==> config.mk <==
export PLATFORM = sky130hd
export DESIGN_NAME = xbtr_ctrl
export DESIGN_NICKNAME = d
export VERILOG_FILES = /design/src/xbtr_ctrl.v
export VERILOG_INCLUDE_DIRS = /design/src /design/src/src
export SDC_FILE = /design/constraint.sdc
export NUM_CORES = 1
export LEC_CHECK = 0
export ABC_CLOCK_PERIOD_IN_PS = 5050
export BUFFER_PORTS_ARGS = -buffer_cell sky130_fd_sc_hd__buf_4
export CAP_MARGIN = 0
export CORE_UTILIZATION = 57
export CTS_BUF_LIST = sky130_fd_sc_hd__clkbuf_8
export DETAILED_ROUTE_END_ITERATION = 10
export PLACE_DENSITY = 0.86
export SLEW_MARGIN = 20
export SYNTH_ARGS = -nofsm -noshare
export SYNTH_HDL_FRONTEND = slang
export SYNTH_SLANG_ARGS = --single-unit
==> constraint.sdc <==
create_clock -name core_clk_in -period 5.05 [get_ports core_clk_in]
set_input_delay 0.505 -clock core_clk_in [delete_from_list [all_inputs] [get_ports core_clk_in]]
set_output_delay 0.505 -clock core_clk_in [all_outputs]
set_load 0.005 [all_outputs]
==> src/xbtr_regs.vh <==
// Purpose: Constants for the XIP boot and training read control block.
// Assumes: Configuration locations are reached through an internal write port.
// Notes:   Definitions only.
`ifndef XBTR_REGS_VH
`define XBTR_REGS_VH
`define XBTR_ADDR_BOOT_XIP      8'h06
`define XBTR_ADDR_PATTERN       8'h0a
`define XBTR_ADDR_OPTIONS       8'h0b
`define XBTR_RST_BOOT_XIP       8'hff
`define XBTR_RST_PATTERN        8'h55
`define XBTR_RST_OPTIONS        8'h40
`define XBTR_XIP_FAST           8'hf8
`define XBTR_XIP_OCT_OUT        8'hfd
`define XBTR_XIP_OCT_IO         8'hfe
`define XBTR_XIP_OFF            8'hff
`define XBTR_CMD_TRAIN          8'hcd
`define XBTR_CMD_RDSR           8'h05
`define XBTR_CMD_RDFSR          8'h70
`define XBTR_CMD_RSTEN          8'h66
`define XBTR_CMD_RSTMEM         8'h99
`define XBTR_SSO_BIT            6
`define XBTR_DQ_INV_LANE        3
`define XBTR_DUMMY_EXTRA        5'h02
`define XBTR_DUMMY_DEFAULT      5'h10
`define XBTR_VSL_NS             300000
`define XBTR_CLK_NS             25
`endif

==> src/xbtr_ctrl.v <==
// Purpose: Read-mode control of an octal serial flash: XIP boot and exit, power-up gating, training read.
// Assumes: core_clk_in is the host serial clock; cs_n_in and DQ inputs are synchronous to it.
// Notes:   One DQ transfer per clock is modelled; DDR data are given as one byte per clock across all eight lanes.
`timescale 1ns/1ps
`include "xbtr_regs.vh"

// Behaviour
// - Boot XIP byte enabling XIP makes device start in XIP, address-only reads.
// - DQ0 in first dummy clock: 0 keeps XIP, 1 ends it.
// - DQ7..DQ1 are ignored in the first dummy clock.
// - XIP byte value F8h, FDh, FEh selects fast, octal output, octal I/O read.
// - Reset pin low clears XIP and reloads nonvolatile power-up state.
// - Forced exit only ends XIP, no reset, no abort of program/erase.
// - Below power-on threshold logic held in reset, all instructions ignored.
// - During power-up only status and flag status reads are accepted; XIP address-only reads are also started.
// - After power-up: standby, write latch, busy, lock bits all zero.
// - Controller-ready bit shows 0 while busy, 1 when done; host polls.
// - During power-up delay, default drive strength and strobe disabled.
// - Extended mode training read: CDh single-rate on DQ0, DDR data on all DQ.
// - Octal DDR training read: CDh twice as command, DDR data on all DQ.
// - Strobe is driven throughout every training read.
// - Training dummy count equals configured dummy count plus 2, default 18.
// - Pattern beats output 7 down to 0, repeating until chip select rises.
// - Pattern comes from register 0Ah, default 55h, writable.
// - Options bit 6 = 0 inverts the pattern on DQ3 only.
// - With XIP active each selection is decoded from address alone.
// - Confirmation bit of 1 sets the volatile XIP byte to FFh.
module xbtr_ctrl #(
  parameter integer VSL_CYCLES = (`XBTR_VSL_NS + `XBTR_CLK_NS - 1) / `XBTR_CLK_NS,
  parameter integer ADDR_CLKS  = 4
) (
  input  wire       core_clk_in,
  input  wire       arst_n_in,
  input  wire       por_n_in,
  input  wire       reset_pin_n_in,
  input  wire       octal_ddr_in,
  input  wire [4:0] dummy_cfg_in,
  input  wire       cs_n_in,
  input  wire [7:0] dq_in,
  input  wire       cfg_we_in,
  input  wire [7:0] cfg_addr_in,
  input  wire [7:0] cfg_wdata_in,
  input  wire       pe_busy_in,
  output reg  [7:0] dq_out,
  output reg  [7:0] dq_oe_out,
  output reg        dqs_out,
  output reg        dqs_oe_out,
  output reg        xip_active_out,
  output reg  [7:0] xip_vol_out,
  output reg  [1:0] xip_mode_out,
  output reg        read_start_out,
  output reg  [7:0] cmd_out,
  output reg        cmd_valid_out,
  output reg        pe_ready_out,
  output reg        wel_out,
  output reg        wip_out,
  output reg  [1:0] lock_out,
  output reg        powerup_busy_out,
  output reg        drive_default_out,
  output reg        sw_reset_out
);

  localparam [5:0] ST_IDLE  = 6'h01;
  localparam [5:0] ST_CMD   = 6'h02;
  localparam [5:0] ST_ADDR  = 6'h04;
  localparam [5:0] ST_DUMMY = 6'h08;
  localparam [5:0] ST_TRAIN = 6'h10;
  localparam [5:0] ST_SKIP  = 6'h20;

  // Maps an XIP configuration value to a read type; 0 means XIP disabled.
  function [1:0] xip_type;
    input [7:0] v;
    begin
      case (v)
        `XBTR_XIP_FAST:    xip_type = 2'h1;
        `XBTR_XIP_OCT_OUT: xip_type = 2'h2;
        `XBTR_XIP_OCT_IO:  xip_type = 2'h3;
        default:           xip_type = 2'h0;
      endcase
    end
  endfunction

  reg  [7:0]  nv_xip_reg;
  reg  [7:0]  pattern_reg;
  reg  [7:0]  options_reg;
  reg  [5:0]  state_reg;
  reg  [5:0]  state_next;
  reg  [7:0]  shift_reg;
  reg  [3:0]  bitcnt_reg;
  reg  [5:0]  cnt_reg;
  reg  [2:0]  beat_reg;
  reg         second_reg;
  reg         cs_q_reg;
  reg  [31:0] vsl_cnt_reg;
  reg         boot_pending_reg;
  reg         rsten_reg;
  reg  [5:0]  sel_len_reg;
  reg         dq0_all_reg;
  reg  [4:0]  seq_reg;
  wire [7:0]  dq_bits;
  reg  [7:0]  cmd_byte;

  wire        rst_any   = !arst_n_in || !por_n_in;
  wire        cs_fall   = cs_q_reg && !cs_n_in;
  wire        cs_rise   = !cs_q_reg && cs_n_in;
  // One spare bit keeps a large dummy setting from wrapping to a short count.
  wire [5:0]  train_dummy = {1'b0, dummy_cfg_in} + {1'b0, `XBTR_DUMMY_EXTRA};
  wire        inv_dq3   = !options_reg[`XBTR_SSO_BIT];
  wire        pat_bit   = pattern_reg[beat_reg];

  always @* begin
    cmd_byte = octal_ddr_in ? dq_in : {shift_reg[6:0], dq_in[0]};
  end

  // Pattern lanes, with lane 3 optionally inverted for switching-noise training.
  genvar g;
  generate
    for (g = 0; g < 8; g = g + 1) begin : g_lane
      if (g == `XBTR_DQ_INV_LANE) begin : g_inv
        assign dq_bits[g] = pat_bit ^ inv_dq3;
      end else begin : g_same
        assign dq_bits[g] = pat_bit;
      end
    end
  endgenerate

  always @* begin
    state_next = state_reg;
    if (cs_n_in) begin
      state_next = ST_IDLE;
    end else begin
      case (state_reg)
        ST_IDLE: begin
          if (cs_fall) begin
            state_next = xip_active_out ? ST_ADDR : ST_CMD;
          end
        end
        ST_CMD: begin
          if (octal_ddr_in ? (second_reg && dq_in == `XBTR_CMD_TRAIN)
                           : (bitcnt_reg == 4'h7 && cmd_byte == `XBTR_CMD_TRAIN)) begin
            state_next = powerup_busy_out ? ST_SKIP : ST_DUMMY;
          end else if (octal_ddr_in ? second_reg : (bitcnt_reg == 4'h7)) begin
            state_next = ST_SKIP;
          end
        end
        ST_ADDR: begin
          if (cnt_reg == ADDR_CLKS[5:0] - 6'h01) begin
            state_next = ST_DUMMY;
          end
        end
        ST_DUMMY: begin
          if (!xip_active_out && cnt_reg == train_dummy - 6'h01) begin
            state_next = ST_TRAIN;
          end else if (xip_active_out) begin
            state_next = ST_SKIP;
          end
        end
        ST_TRAIN: state_next = ST_TRAIN;
        ST_SKIP:  state_next = ST_SKIP;
        default:  state_next = ST_IDLE;
      endcase
    end
  end

  always @(posedge core_clk_in or negedge arst_n_in) begin
    if (!arst_n_in) begin
      nv_xip_reg  <= `XBTR_RST_BOOT_XIP;
      pattern_reg <= `XBTR_RST_PATTERN;
      options_reg <= `XBTR_RST_OPTIONS;
    end else if (cfg_we_in && !powerup_busy_out) begin
      if (cfg_addr_in == `XBTR_ADDR_BOOT_XIP) begin
        nv_xip_reg <= cfg_wdata_in;
      end
      if (cfg_addr_in == `XBTR_ADDR_PATTERN) begin
        pattern_reg <= cfg_wdata_in;
      end
      if (cfg_addr_in == `XBTR_ADDR_OPTIONS) begin
        options_reg <= cfg_wdata_in;
      end
    end
  end

  always @(posedge core_clk_in or negedge arst_n_in) begin
    if (!arst_n_in) begin
      state_reg         <= ST_IDLE;
      shift_reg         <= 8'h00;
      bitcnt_reg        <= 4'h0;
      cnt_reg           <= 6'h00;
      beat_reg          <= 3'h7;
      second_reg        <= 1'b0;
      cs_q_reg          <= 1'b1;
      vsl_cnt_reg       <= 32'h0;
      boot_pending_reg  <= 1'b1;
      rsten_reg         <= 1'b0;
      sel_len_reg       <= 6'h00;
      dq0_all_reg       <= 1'b1;
      seq_reg           <= 5'h00;
      dq_out            <= 8'h00;
      dq_oe_out         <= 8'h00;
      dqs_out           <= 1'b0;
      dqs_oe_out        <= 1'b0;
      xip_active_out    <= 1'b0;
      xip_vol_out       <= `XBTR_XIP_OFF;
      xip_mode_out      <= 2'h0;
      read_start_out    <= 1'b0;
      cmd_out           <= 8'h00;
      cmd_valid_out     <= 1'b0;
      pe_ready_out      <= 1'b1;
      wel_out           <= 1'b0;
      wip_out           <= 1'b0;
      lock_out          <= 2'h0;
      powerup_busy_out  <= 1'b1;
      drive_default_out <= 1'b1;
      sw_reset_out      <= 1'b0;
    end else if (rst_any || !reset_pin_n_in) begin
      // Power-on or pin reset: XIP cleared, reload from nonvolatile byte on release.
      state_reg         <= ST_IDLE;
      xip_active_out    <= 1'b0;
      boot_pending_reg  <= 1'b1;
      dq_oe_out         <= 8'h00;
      dqs_oe_out        <= 1'b0;
      cmd_valid_out     <= 1'b0;
      read_start_out    <= 1'b0;
      cs_q_reg          <= 1'b1;
      seq_reg           <= 5'h00;
      if (rst_any) begin
        vsl_cnt_reg       <= 32'h0;
        powerup_busy_out  <= 1'b1;
        drive_default_out <= 1'b1;
        wel_out           <= 1'b0;
        wip_out           <= 1'b0;
        lock_out          <= 2'h0;
      end
    end else begin
      state_reg      <= state_next;
      cs_q_reg       <= cs_n_in;
      cmd_valid_out  <= 1'b0;
      read_start_out <= 1'b0;
      sw_reset_out   <= 1'b0;
      pe_ready_out   <= !pe_busy_in;
      wip_out        <= pe_busy_in;
      // Until this count expires only the status reads and the XIP address-only reads get through.
      if (powerup_busy_out) begin
        if (vsl_cnt_reg == VSL_CYCLES - 1) begin
          powerup_busy_out  <= 1'b0;
          drive_default_out <= 1'b0;
        end else begin
          vsl_cnt_reg <= vsl_cnt_reg + 32'h1;
        end
      end
      // The nonvolatile byte is copied on the first clock after any reset is released.
      if (boot_pending_reg) begin
        boot_pending_reg <= 1'b0;
        xip_vol_out      <= nv_xip_reg;
        xip_mode_out     <= xip_type(nv_xip_reg);
        xip_active_out   <= (xip_type(nv_xip_reg) != 2'h0);
      end
      if (cs_fall) begin
        bitcnt_reg  <= 4'h0;
        cnt_reg     <= 6'h00;
        second_reg  <= 1'b0;
        beat_reg    <= 3'h7;
      end
      if (!cs_n_in) begin
        // The first low clock of a selection restarts the length and the DQ0 record.
        if (cs_fall) begin
          sel_len_reg <= 6'h01;
          dq0_all_reg <= dq_in[0];
        end else begin
          if (sel_len_reg != 6'h3f) begin
            sel_len_reg <= sel_len_reg + 6'h01;
          end
          dq0_all_reg <= dq0_all_reg & dq_in[0];
        end
      end
      if (cs_rise) begin
        // Forced exit sequence: selections of 3,4,5,25,33 clocks with DQ0 high.
        if (dq0_all_reg && ((seq_reg == 5'h00 && sel_len_reg == 6'd3) ||
                            (seq_reg == 5'h01 && sel_len_reg == 6'd4) ||
                            (seq_reg == 5'h03 && sel_len_reg == 6'd5) ||
                            (seq_reg == 5'h07 && sel_len_reg == 6'd25))) begin
          seq_reg <= {seq_reg[3:0], 1'b1};
        end else if (dq0_all_reg && seq_reg == 5'h0f && sel_len_reg == 6'd33) begin
          seq_reg        <= 5'h00;
          xip_active_out <= 1'b0;
          xip_vol_out    <= `XBTR_XIP_OFF;
        end else begin
          seq_reg <= 5'h00;
        end
        dq_oe_out  <= 8'h00;
        dqs_oe_out <= 1'b0;
      end
      // Nothing advances while deselected, so the chip-select release clears the drivers.
      case (cs_n_in ? ST_IDLE : state_reg)
        ST_CMD: begin
          shift_reg  <= cmd_byte;
          bitcnt_reg <= bitcnt_reg + 4'h1;
          second_reg <= 1'b1;
          if (octal_ddr_in ? second_reg : (bitcnt_reg == 4'h7)) begin
            if (!powerup_busy_out || cmd_byte == `XBTR_CMD_RDSR || cmd_byte == `XBTR_CMD_RDFSR) begin
              cmd_out       <= cmd_byte;
              cmd_valid_out <= (cmd_byte != `XBTR_CMD_TRAIN);
              rsten_reg     <= (cmd_byte == `XBTR_CMD_RSTEN);
              sw_reset_out  <= rsten_reg && (cmd_byte == `XBTR_CMD_RSTMEM);
            end
          end
        end
        ST_ADDR: begin
          cnt_reg <= (state_next == ST_DUMMY) ? 6'h00 : cnt_reg + 6'h01;
        end
        ST_DUMMY: begin
          cnt_reg <= cnt_reg + 6'h01;
          // The strobe is enabled ahead of the first training beat.
          dqs_oe_out <= !xip_active_out;
          if (xip_active_out) begin
            // Only DQ0 counts here; upper lanes are don't care.
            read_start_out <= 1'b1;
            // A confirmation bit of 1 drops XIP for the selections that follow.
            if (dq_in[0]) begin
              xip_active_out <= 1'b0;
              xip_vol_out    <= `XBTR_XIP_OFF;
            end
          end
        end
        ST_TRAIN: begin
          dq_out     <= dq_bits;
          dq_oe_out  <= 8'hff;
          dqs_out    <= ~dqs_out;
          dqs_oe_out <= 1'b1;
          // The three-bit beat count wraps from 0 back to 7 by itself.
          beat_reg   <= beat_reg - 3'h1;
        end
        default: begin
        end
      endcase
    end
  end

endmodule

==> metrics.txt <==
# TYPE chip_impl_metric gauge
chip_impl_metric{name="timing.slew.headroom",unit=""} 0.429
chip_impl_metric{name="final.fill_count",unit=""} 808
chip_impl_metric{name="pwr-share-comb",unit=""} 0.066
chip_impl_metric{name="initial_utilization",unit=""} 0.586
chip_impl_metric{name="insertion_delay",unit="ns"} 0.43
chip_impl_metric{name="p_clk_frac",unit=""} 0.402
chip_impl_metric{name="grt_util_all_layers",unit=""} 0.258
chip_impl_metric{name="detailedPlace.worstSlack",unit="ns"} 1.63
chip_impl_metric{name="final-max-slew-violation-count",unit=""} 0
chip_impl_metric{name="synth.yosys.warnings",unit=""} 0
chip_impl_metric{name="fin_nets",unit=""} 766
chip_impl_metric{name="ir_drop",unit="mV"} 0.176
chip_impl_metric{name="core_region_area",unit="sq mm"} 0.0108
chip_impl_metric{name="netlist_area",unit="sq mm"} 0.00636
chip_impl_metric{name="place_congestion",unit=""} 0.867
chip_impl_info{name="cts_tree",value="done"} 1
chip_impl_info{name="status",value="completed"} 1
chip_impl_metric{name="synthesis.area_per_instance",unit="sq um"} 9.67
chip_impl_metric{name="placementRows",unit=""} 38
chip_impl_metric{name="tritoncts.num_buffers",unit=""} 17
chip_impl_metric{name="clk_transition_reported_paths",unit="ns"} 0.07
chip_impl_metric{name="area_growth_syn_to_layout",unit="%"} 14.7
chip_impl_metric{name="synth.ff_latch_count",unit=""} 122
chip_impl_info{name="root_buffer",value="clkbuf_8"} 1
chip_impl_info{name="reg2reg_to",value="rsten_reg"} 1
chip_impl_metric{name="n_diodes",unit=""} 0
chip_impl_metric{name="post-route-worst-setup-slack",unit="ns"} 2.18
chip_impl_metric{name="clock_tree.buffer_depth",unit=""} 2
chip_impl_metric{name="drc",unit=""} 0
chip_impl_metric{name="p_seq_frac",unit=""} 0.532
chip_impl_info{name="reg2reg_from",value="state_reg[2]"} 1
chip_impl_metric{name="first_global_vias",unit=""} 5040
chip_impl_metric{name="routed-via-count",unit=""} 5200
chip_impl_metric{name="finalClockSkew",unit="ns"} 0.00610
chip_impl_metric{name="hold_viol",unit=""} 0
chip_impl_info{name="ys_dominant_reg_cell",value="dfrtp_1"} 1
chip_impl_metric{name="i_o_pins",unit=""} 84
chip_impl_info{name="crit_end",value="rsten_reg"} 1
chip_impl_metric{name="post_cts_hold_buffer_count",unit=""} 0
chip_impl_metric{name="drive_above_1_share",unit=""} 0.232
chip_impl_info{name="setup.worst_path.start",value="state_reg[2]"} 1
chip_impl_metric{name="synth_enable_flop_cells",unit=""} 0
chip_impl_metric{name="cap_viol_max_count",unit=""} 0
chip_impl_metric{name="multiInputGateArea",unit="sq mm"} 0.00300
chip_impl_metric{name="largest_register_ff_count",unit=""} 32
chip_impl_metric{name="setup_tns",unit="ns"} 0
chip_impl_metric{name="post-dp-hpwl",unit="mm"} 9.89
chip_impl_metric{name="post_cts_resized",unit=""} 0
chip_impl_metric{name="async_flop_share",unit=""} 1.00
chip_impl_metric{name="place.detailed.instances",unit=""} 842
chip_impl_metric{name="worst_hold_slack",unit="ns"} 0.126
chip_impl_metric{name="grt_max_degree",unit=""} 71
chip_impl_metric{name="totalWireLength",unit="mm"} 14.1
chip_impl_metric{name="reg2reg_depth",unit=""} 5
chip_impl_metric{name="dpl_cell_area",unit="sq mm"} 0.00694
chip_impl_metric{name="post-route-period-util",unit=""} 0.568
chip_impl_metric{name="worstPathArrival",unit="ns"} 3.19
chip_impl_metric{name="cts.htree.levels",unit=""} 4
chip_impl_metric{name="synth.distinct_cells",unit=""} 61
chip_impl_metric{name="internal-power",unit="mW"} 1.45
chip_impl_metric{name="register_area",unit="sq mm"} 0.00309
chip_impl_metric{name="path_max_fanout",unit=""} 25
chip_impl_metric{name="vias_per_cell",unit=""} 5.95
chip_impl_info{name="cp-end-kind",value="flop"} 1
chip_impl_metric{name="fin_util",unit=""} 0.673
chip_impl_metric{name="fin_area",unit="sq mm"} 0.00729
chip_impl_info{name="rsz0062_at_grt",value="no"} 1
chip_impl_metric{name="cts_sinks",unit=""} 122
chip_impl_info{name="startpoint_type",value="flop"} 1
chip_impl_metric{name="fp.dieH",unit="microns"} 108
chip_impl_metric{name="post-route-min-period",unit="ns"} 2.87
chip_impl_metric{name="total_leakage_power",unit="nW"} 3.30
chip_impl_metric{name="globalRouteOverflowTotal",unit=""} 0
chip_impl_metric{name="tightestPinTransition",unit="ns"} 0.857
chip_impl_info{name="hold_crit_path_type",value="input pin to async pin"} 1
chip_impl_metric{name="netlist_instances",unit=""} 657
chip_impl_metric{name="setup_viol_count_final",unit=""} 0
chip_impl_metric{name="power.density",unit="mW/mm^2"} 261
chip_impl_metric{name="die-area",unit="sq mm"} 0.0116
chip_impl_metric{name="layoutNonFillerInstCount",unit=""} 874
chip_impl_metric{name="routedWlPerCell",unit="microns"} 16.2
chip_impl_metric{name="fp.dieW",unit="microns"} 108
chip_impl_metric{name="grt_antenna_before_repair",unit=""} 0
chip_impl_metric{name="wire_length_of_the_first_global_routing_pass",unit="mm"} 23.3
chip_impl_metric{name="fmax",unit="MHz"} 348
chip_impl_metric{name="total_power",unit="mW"} 1.90
chip_impl_metric{name="detail_route.first_pass.iterations",unit=""} 4
chip_impl_metric{name="ys_seq_area_frac",unit=""} 0.486
chip_impl_info{name="criticalPathCategory",value="flop to flop"} 1
chip_impl_metric{name="r2r_slack",unit="ns"} 2.18
chip_impl_metric{name="port_buffers",unit=""} 80
chip_impl_metric{name="dr.first_iter.drc_count",unit=""} 473
chip_impl_metric{name="switching_share_of_total_power",unit=""} 0.237
chip_impl_metric{name="ant_nets",unit=""} 0
chip_impl_metric{name="post-cts-setup-buffers",unit=""} 0
chip_impl_metric{name="total_switching_power",unit="uW"} 452
chip_impl_metric{name="critical_path_required",unit="ns"} 5.37
-- layout by cell type, fill, tap and decap left out, types with 4 or more instances in the layout --
cell and count:
dfrtp_1 91, nand2_1 84, buf_4 82, nor2_1 63
nand3_1 41, o21ai_0 40, dfstp_2 31, xor2_1 25
clkbuf_8 23, inv_1 22, xnor2_1 20, nor3_1 19
mux2_2 17, a21oi_1 14, nand4_1 14, nor4_1 10
mux2i_1 9, nand2b_1 8, ha_1 8, and3_1 7
nor4b_1 7, nor2b_1 6, nor3b_1 6, nand3b_1 6
and4_1 5, and2_1 5, a21o_1 5, or2_2 5
a211oi_1 4, or3_1 4
-- cell usage after synthesis (3+ instances only) --
master | count | area, sq um
buf_4 | 16 | 120
nand2b_1 | 8 | 50.1
o31ai_1 | 3 | 22.5
or2_2 | 5 | 31.3
a21o_1 | 5 | 37.5
nor4_1 | 10 | 62.6
or3_1 | 4 | 25.0
nand3_1 | 41 | 205
and2_1 | 5 | 31.3
a211oi_1 | 4 | 30.0
nand4_1 | 14 | 87.6
xor2_1 | 25 | 219
ha_1 | 8 | 100
o21ai_0 | 41 | 205
dfrtp_1 | 91 | 2280
buf_2 | 4 | 20.0
and3_1 | 7 | 43.8
and4_1 | 5 | 43.8
a21oi_1 | 14 | 70.1
a31oi_1 | 3 | 18.8
xnor2_1 | 20 | 175
dfstp_2 | 31 | 815
clkbuf_1 | 18 | 67.6
or4_1 | 3 | 22.5
mux2_2 | 17 | 191
nor3_1 | 19 | 95.1
nor4b_1 | 7 | 61.3
inv_1 | 14 | 52.6
nor3b_1 | 6 | 45.0
a22o_1 | 3 | 26.3
and3b_1 | 3 | 26.3
nand2_1 | 85 | 319
nand4b_1 | 3 | 26.3
nor2_1 | 63 | 236
nor2b_1 | 6 | 37.5
mux2i_1 | 9 | 90.1
nand3b_1 | 6 | 45.0
-- routing by layer --
layer  vias up  track usage  share of wire
met1      2534        0.326           0.42
li1       2441            -              -
met3        29       0.0599          0.061
met2       196        0.419           0.49
met5         -            0              0
met4         0        0.117          0.022
-- power groups by stage --
stage	Clock, mW	Sequential, mW	Combinational, mW
floorplan	0	1.03	0.0582
global placement	0	1.03	0.120
detailed placement	0	1.03	0.125
CTS	0.773	1.01	0.126
global route	0.818	1.02	0.140
finish	0.764	1.01	0.126
-- worst max-delay path: stages (launching register included) --
cell and delay (ns):
dfrtp_1 0.44, nor4_1 0.63, nand4b_1 0.74, nor2b_1 0.38
o21ai_2 0.24, o41ai_1 0.33
-- cell families (layout without fill, tap and decap cells) --
family / count (synthesis) / in the layout / share of synthesized area
fa+ha+maj: 8 / 8 / 0.0157
compound gates: 91 / 91 / 0.0913
buf+inv: 54 / 129 / 0.0433
simple gates: 308 / 308 / 0.249
mux: 28 / 28 / 0.0514
flops: 122 / 122 / 0.486
xor+xnor: 45 / 45 / 0.0620
other cells: 1 / 3 / 0.000590
-- final cells by class --
cell class                      instances  area share
Clock buffer                           23      0.0434
Clock inverter                          9     0.00480
Inverter                               15     0.00772
Multi-Input combinational cell        483       0.412
Sequential cell                       122       0.424
Tap cell                              140      0.0240
Timing Repair Buffer                   82      0.0844
-- worst min path at each step --
stage                            startpoint           endpoint  cells after the start
final                             arst_n_in         dqs_oe_out                      1
after global placement            rsten_reg          rsten_reg                      2
after CTS                         arst_n_in     sel_len_reg[4]                      1
after floorplan                   arst_n_in      bitcnt_reg[0]                      0
after detailed placement  drive_default_out  drive_default_out                      2
after global routing              arst_n_in         dqs_oe_out                      1
Note: power is estimated with default switching activity, not from simulation.
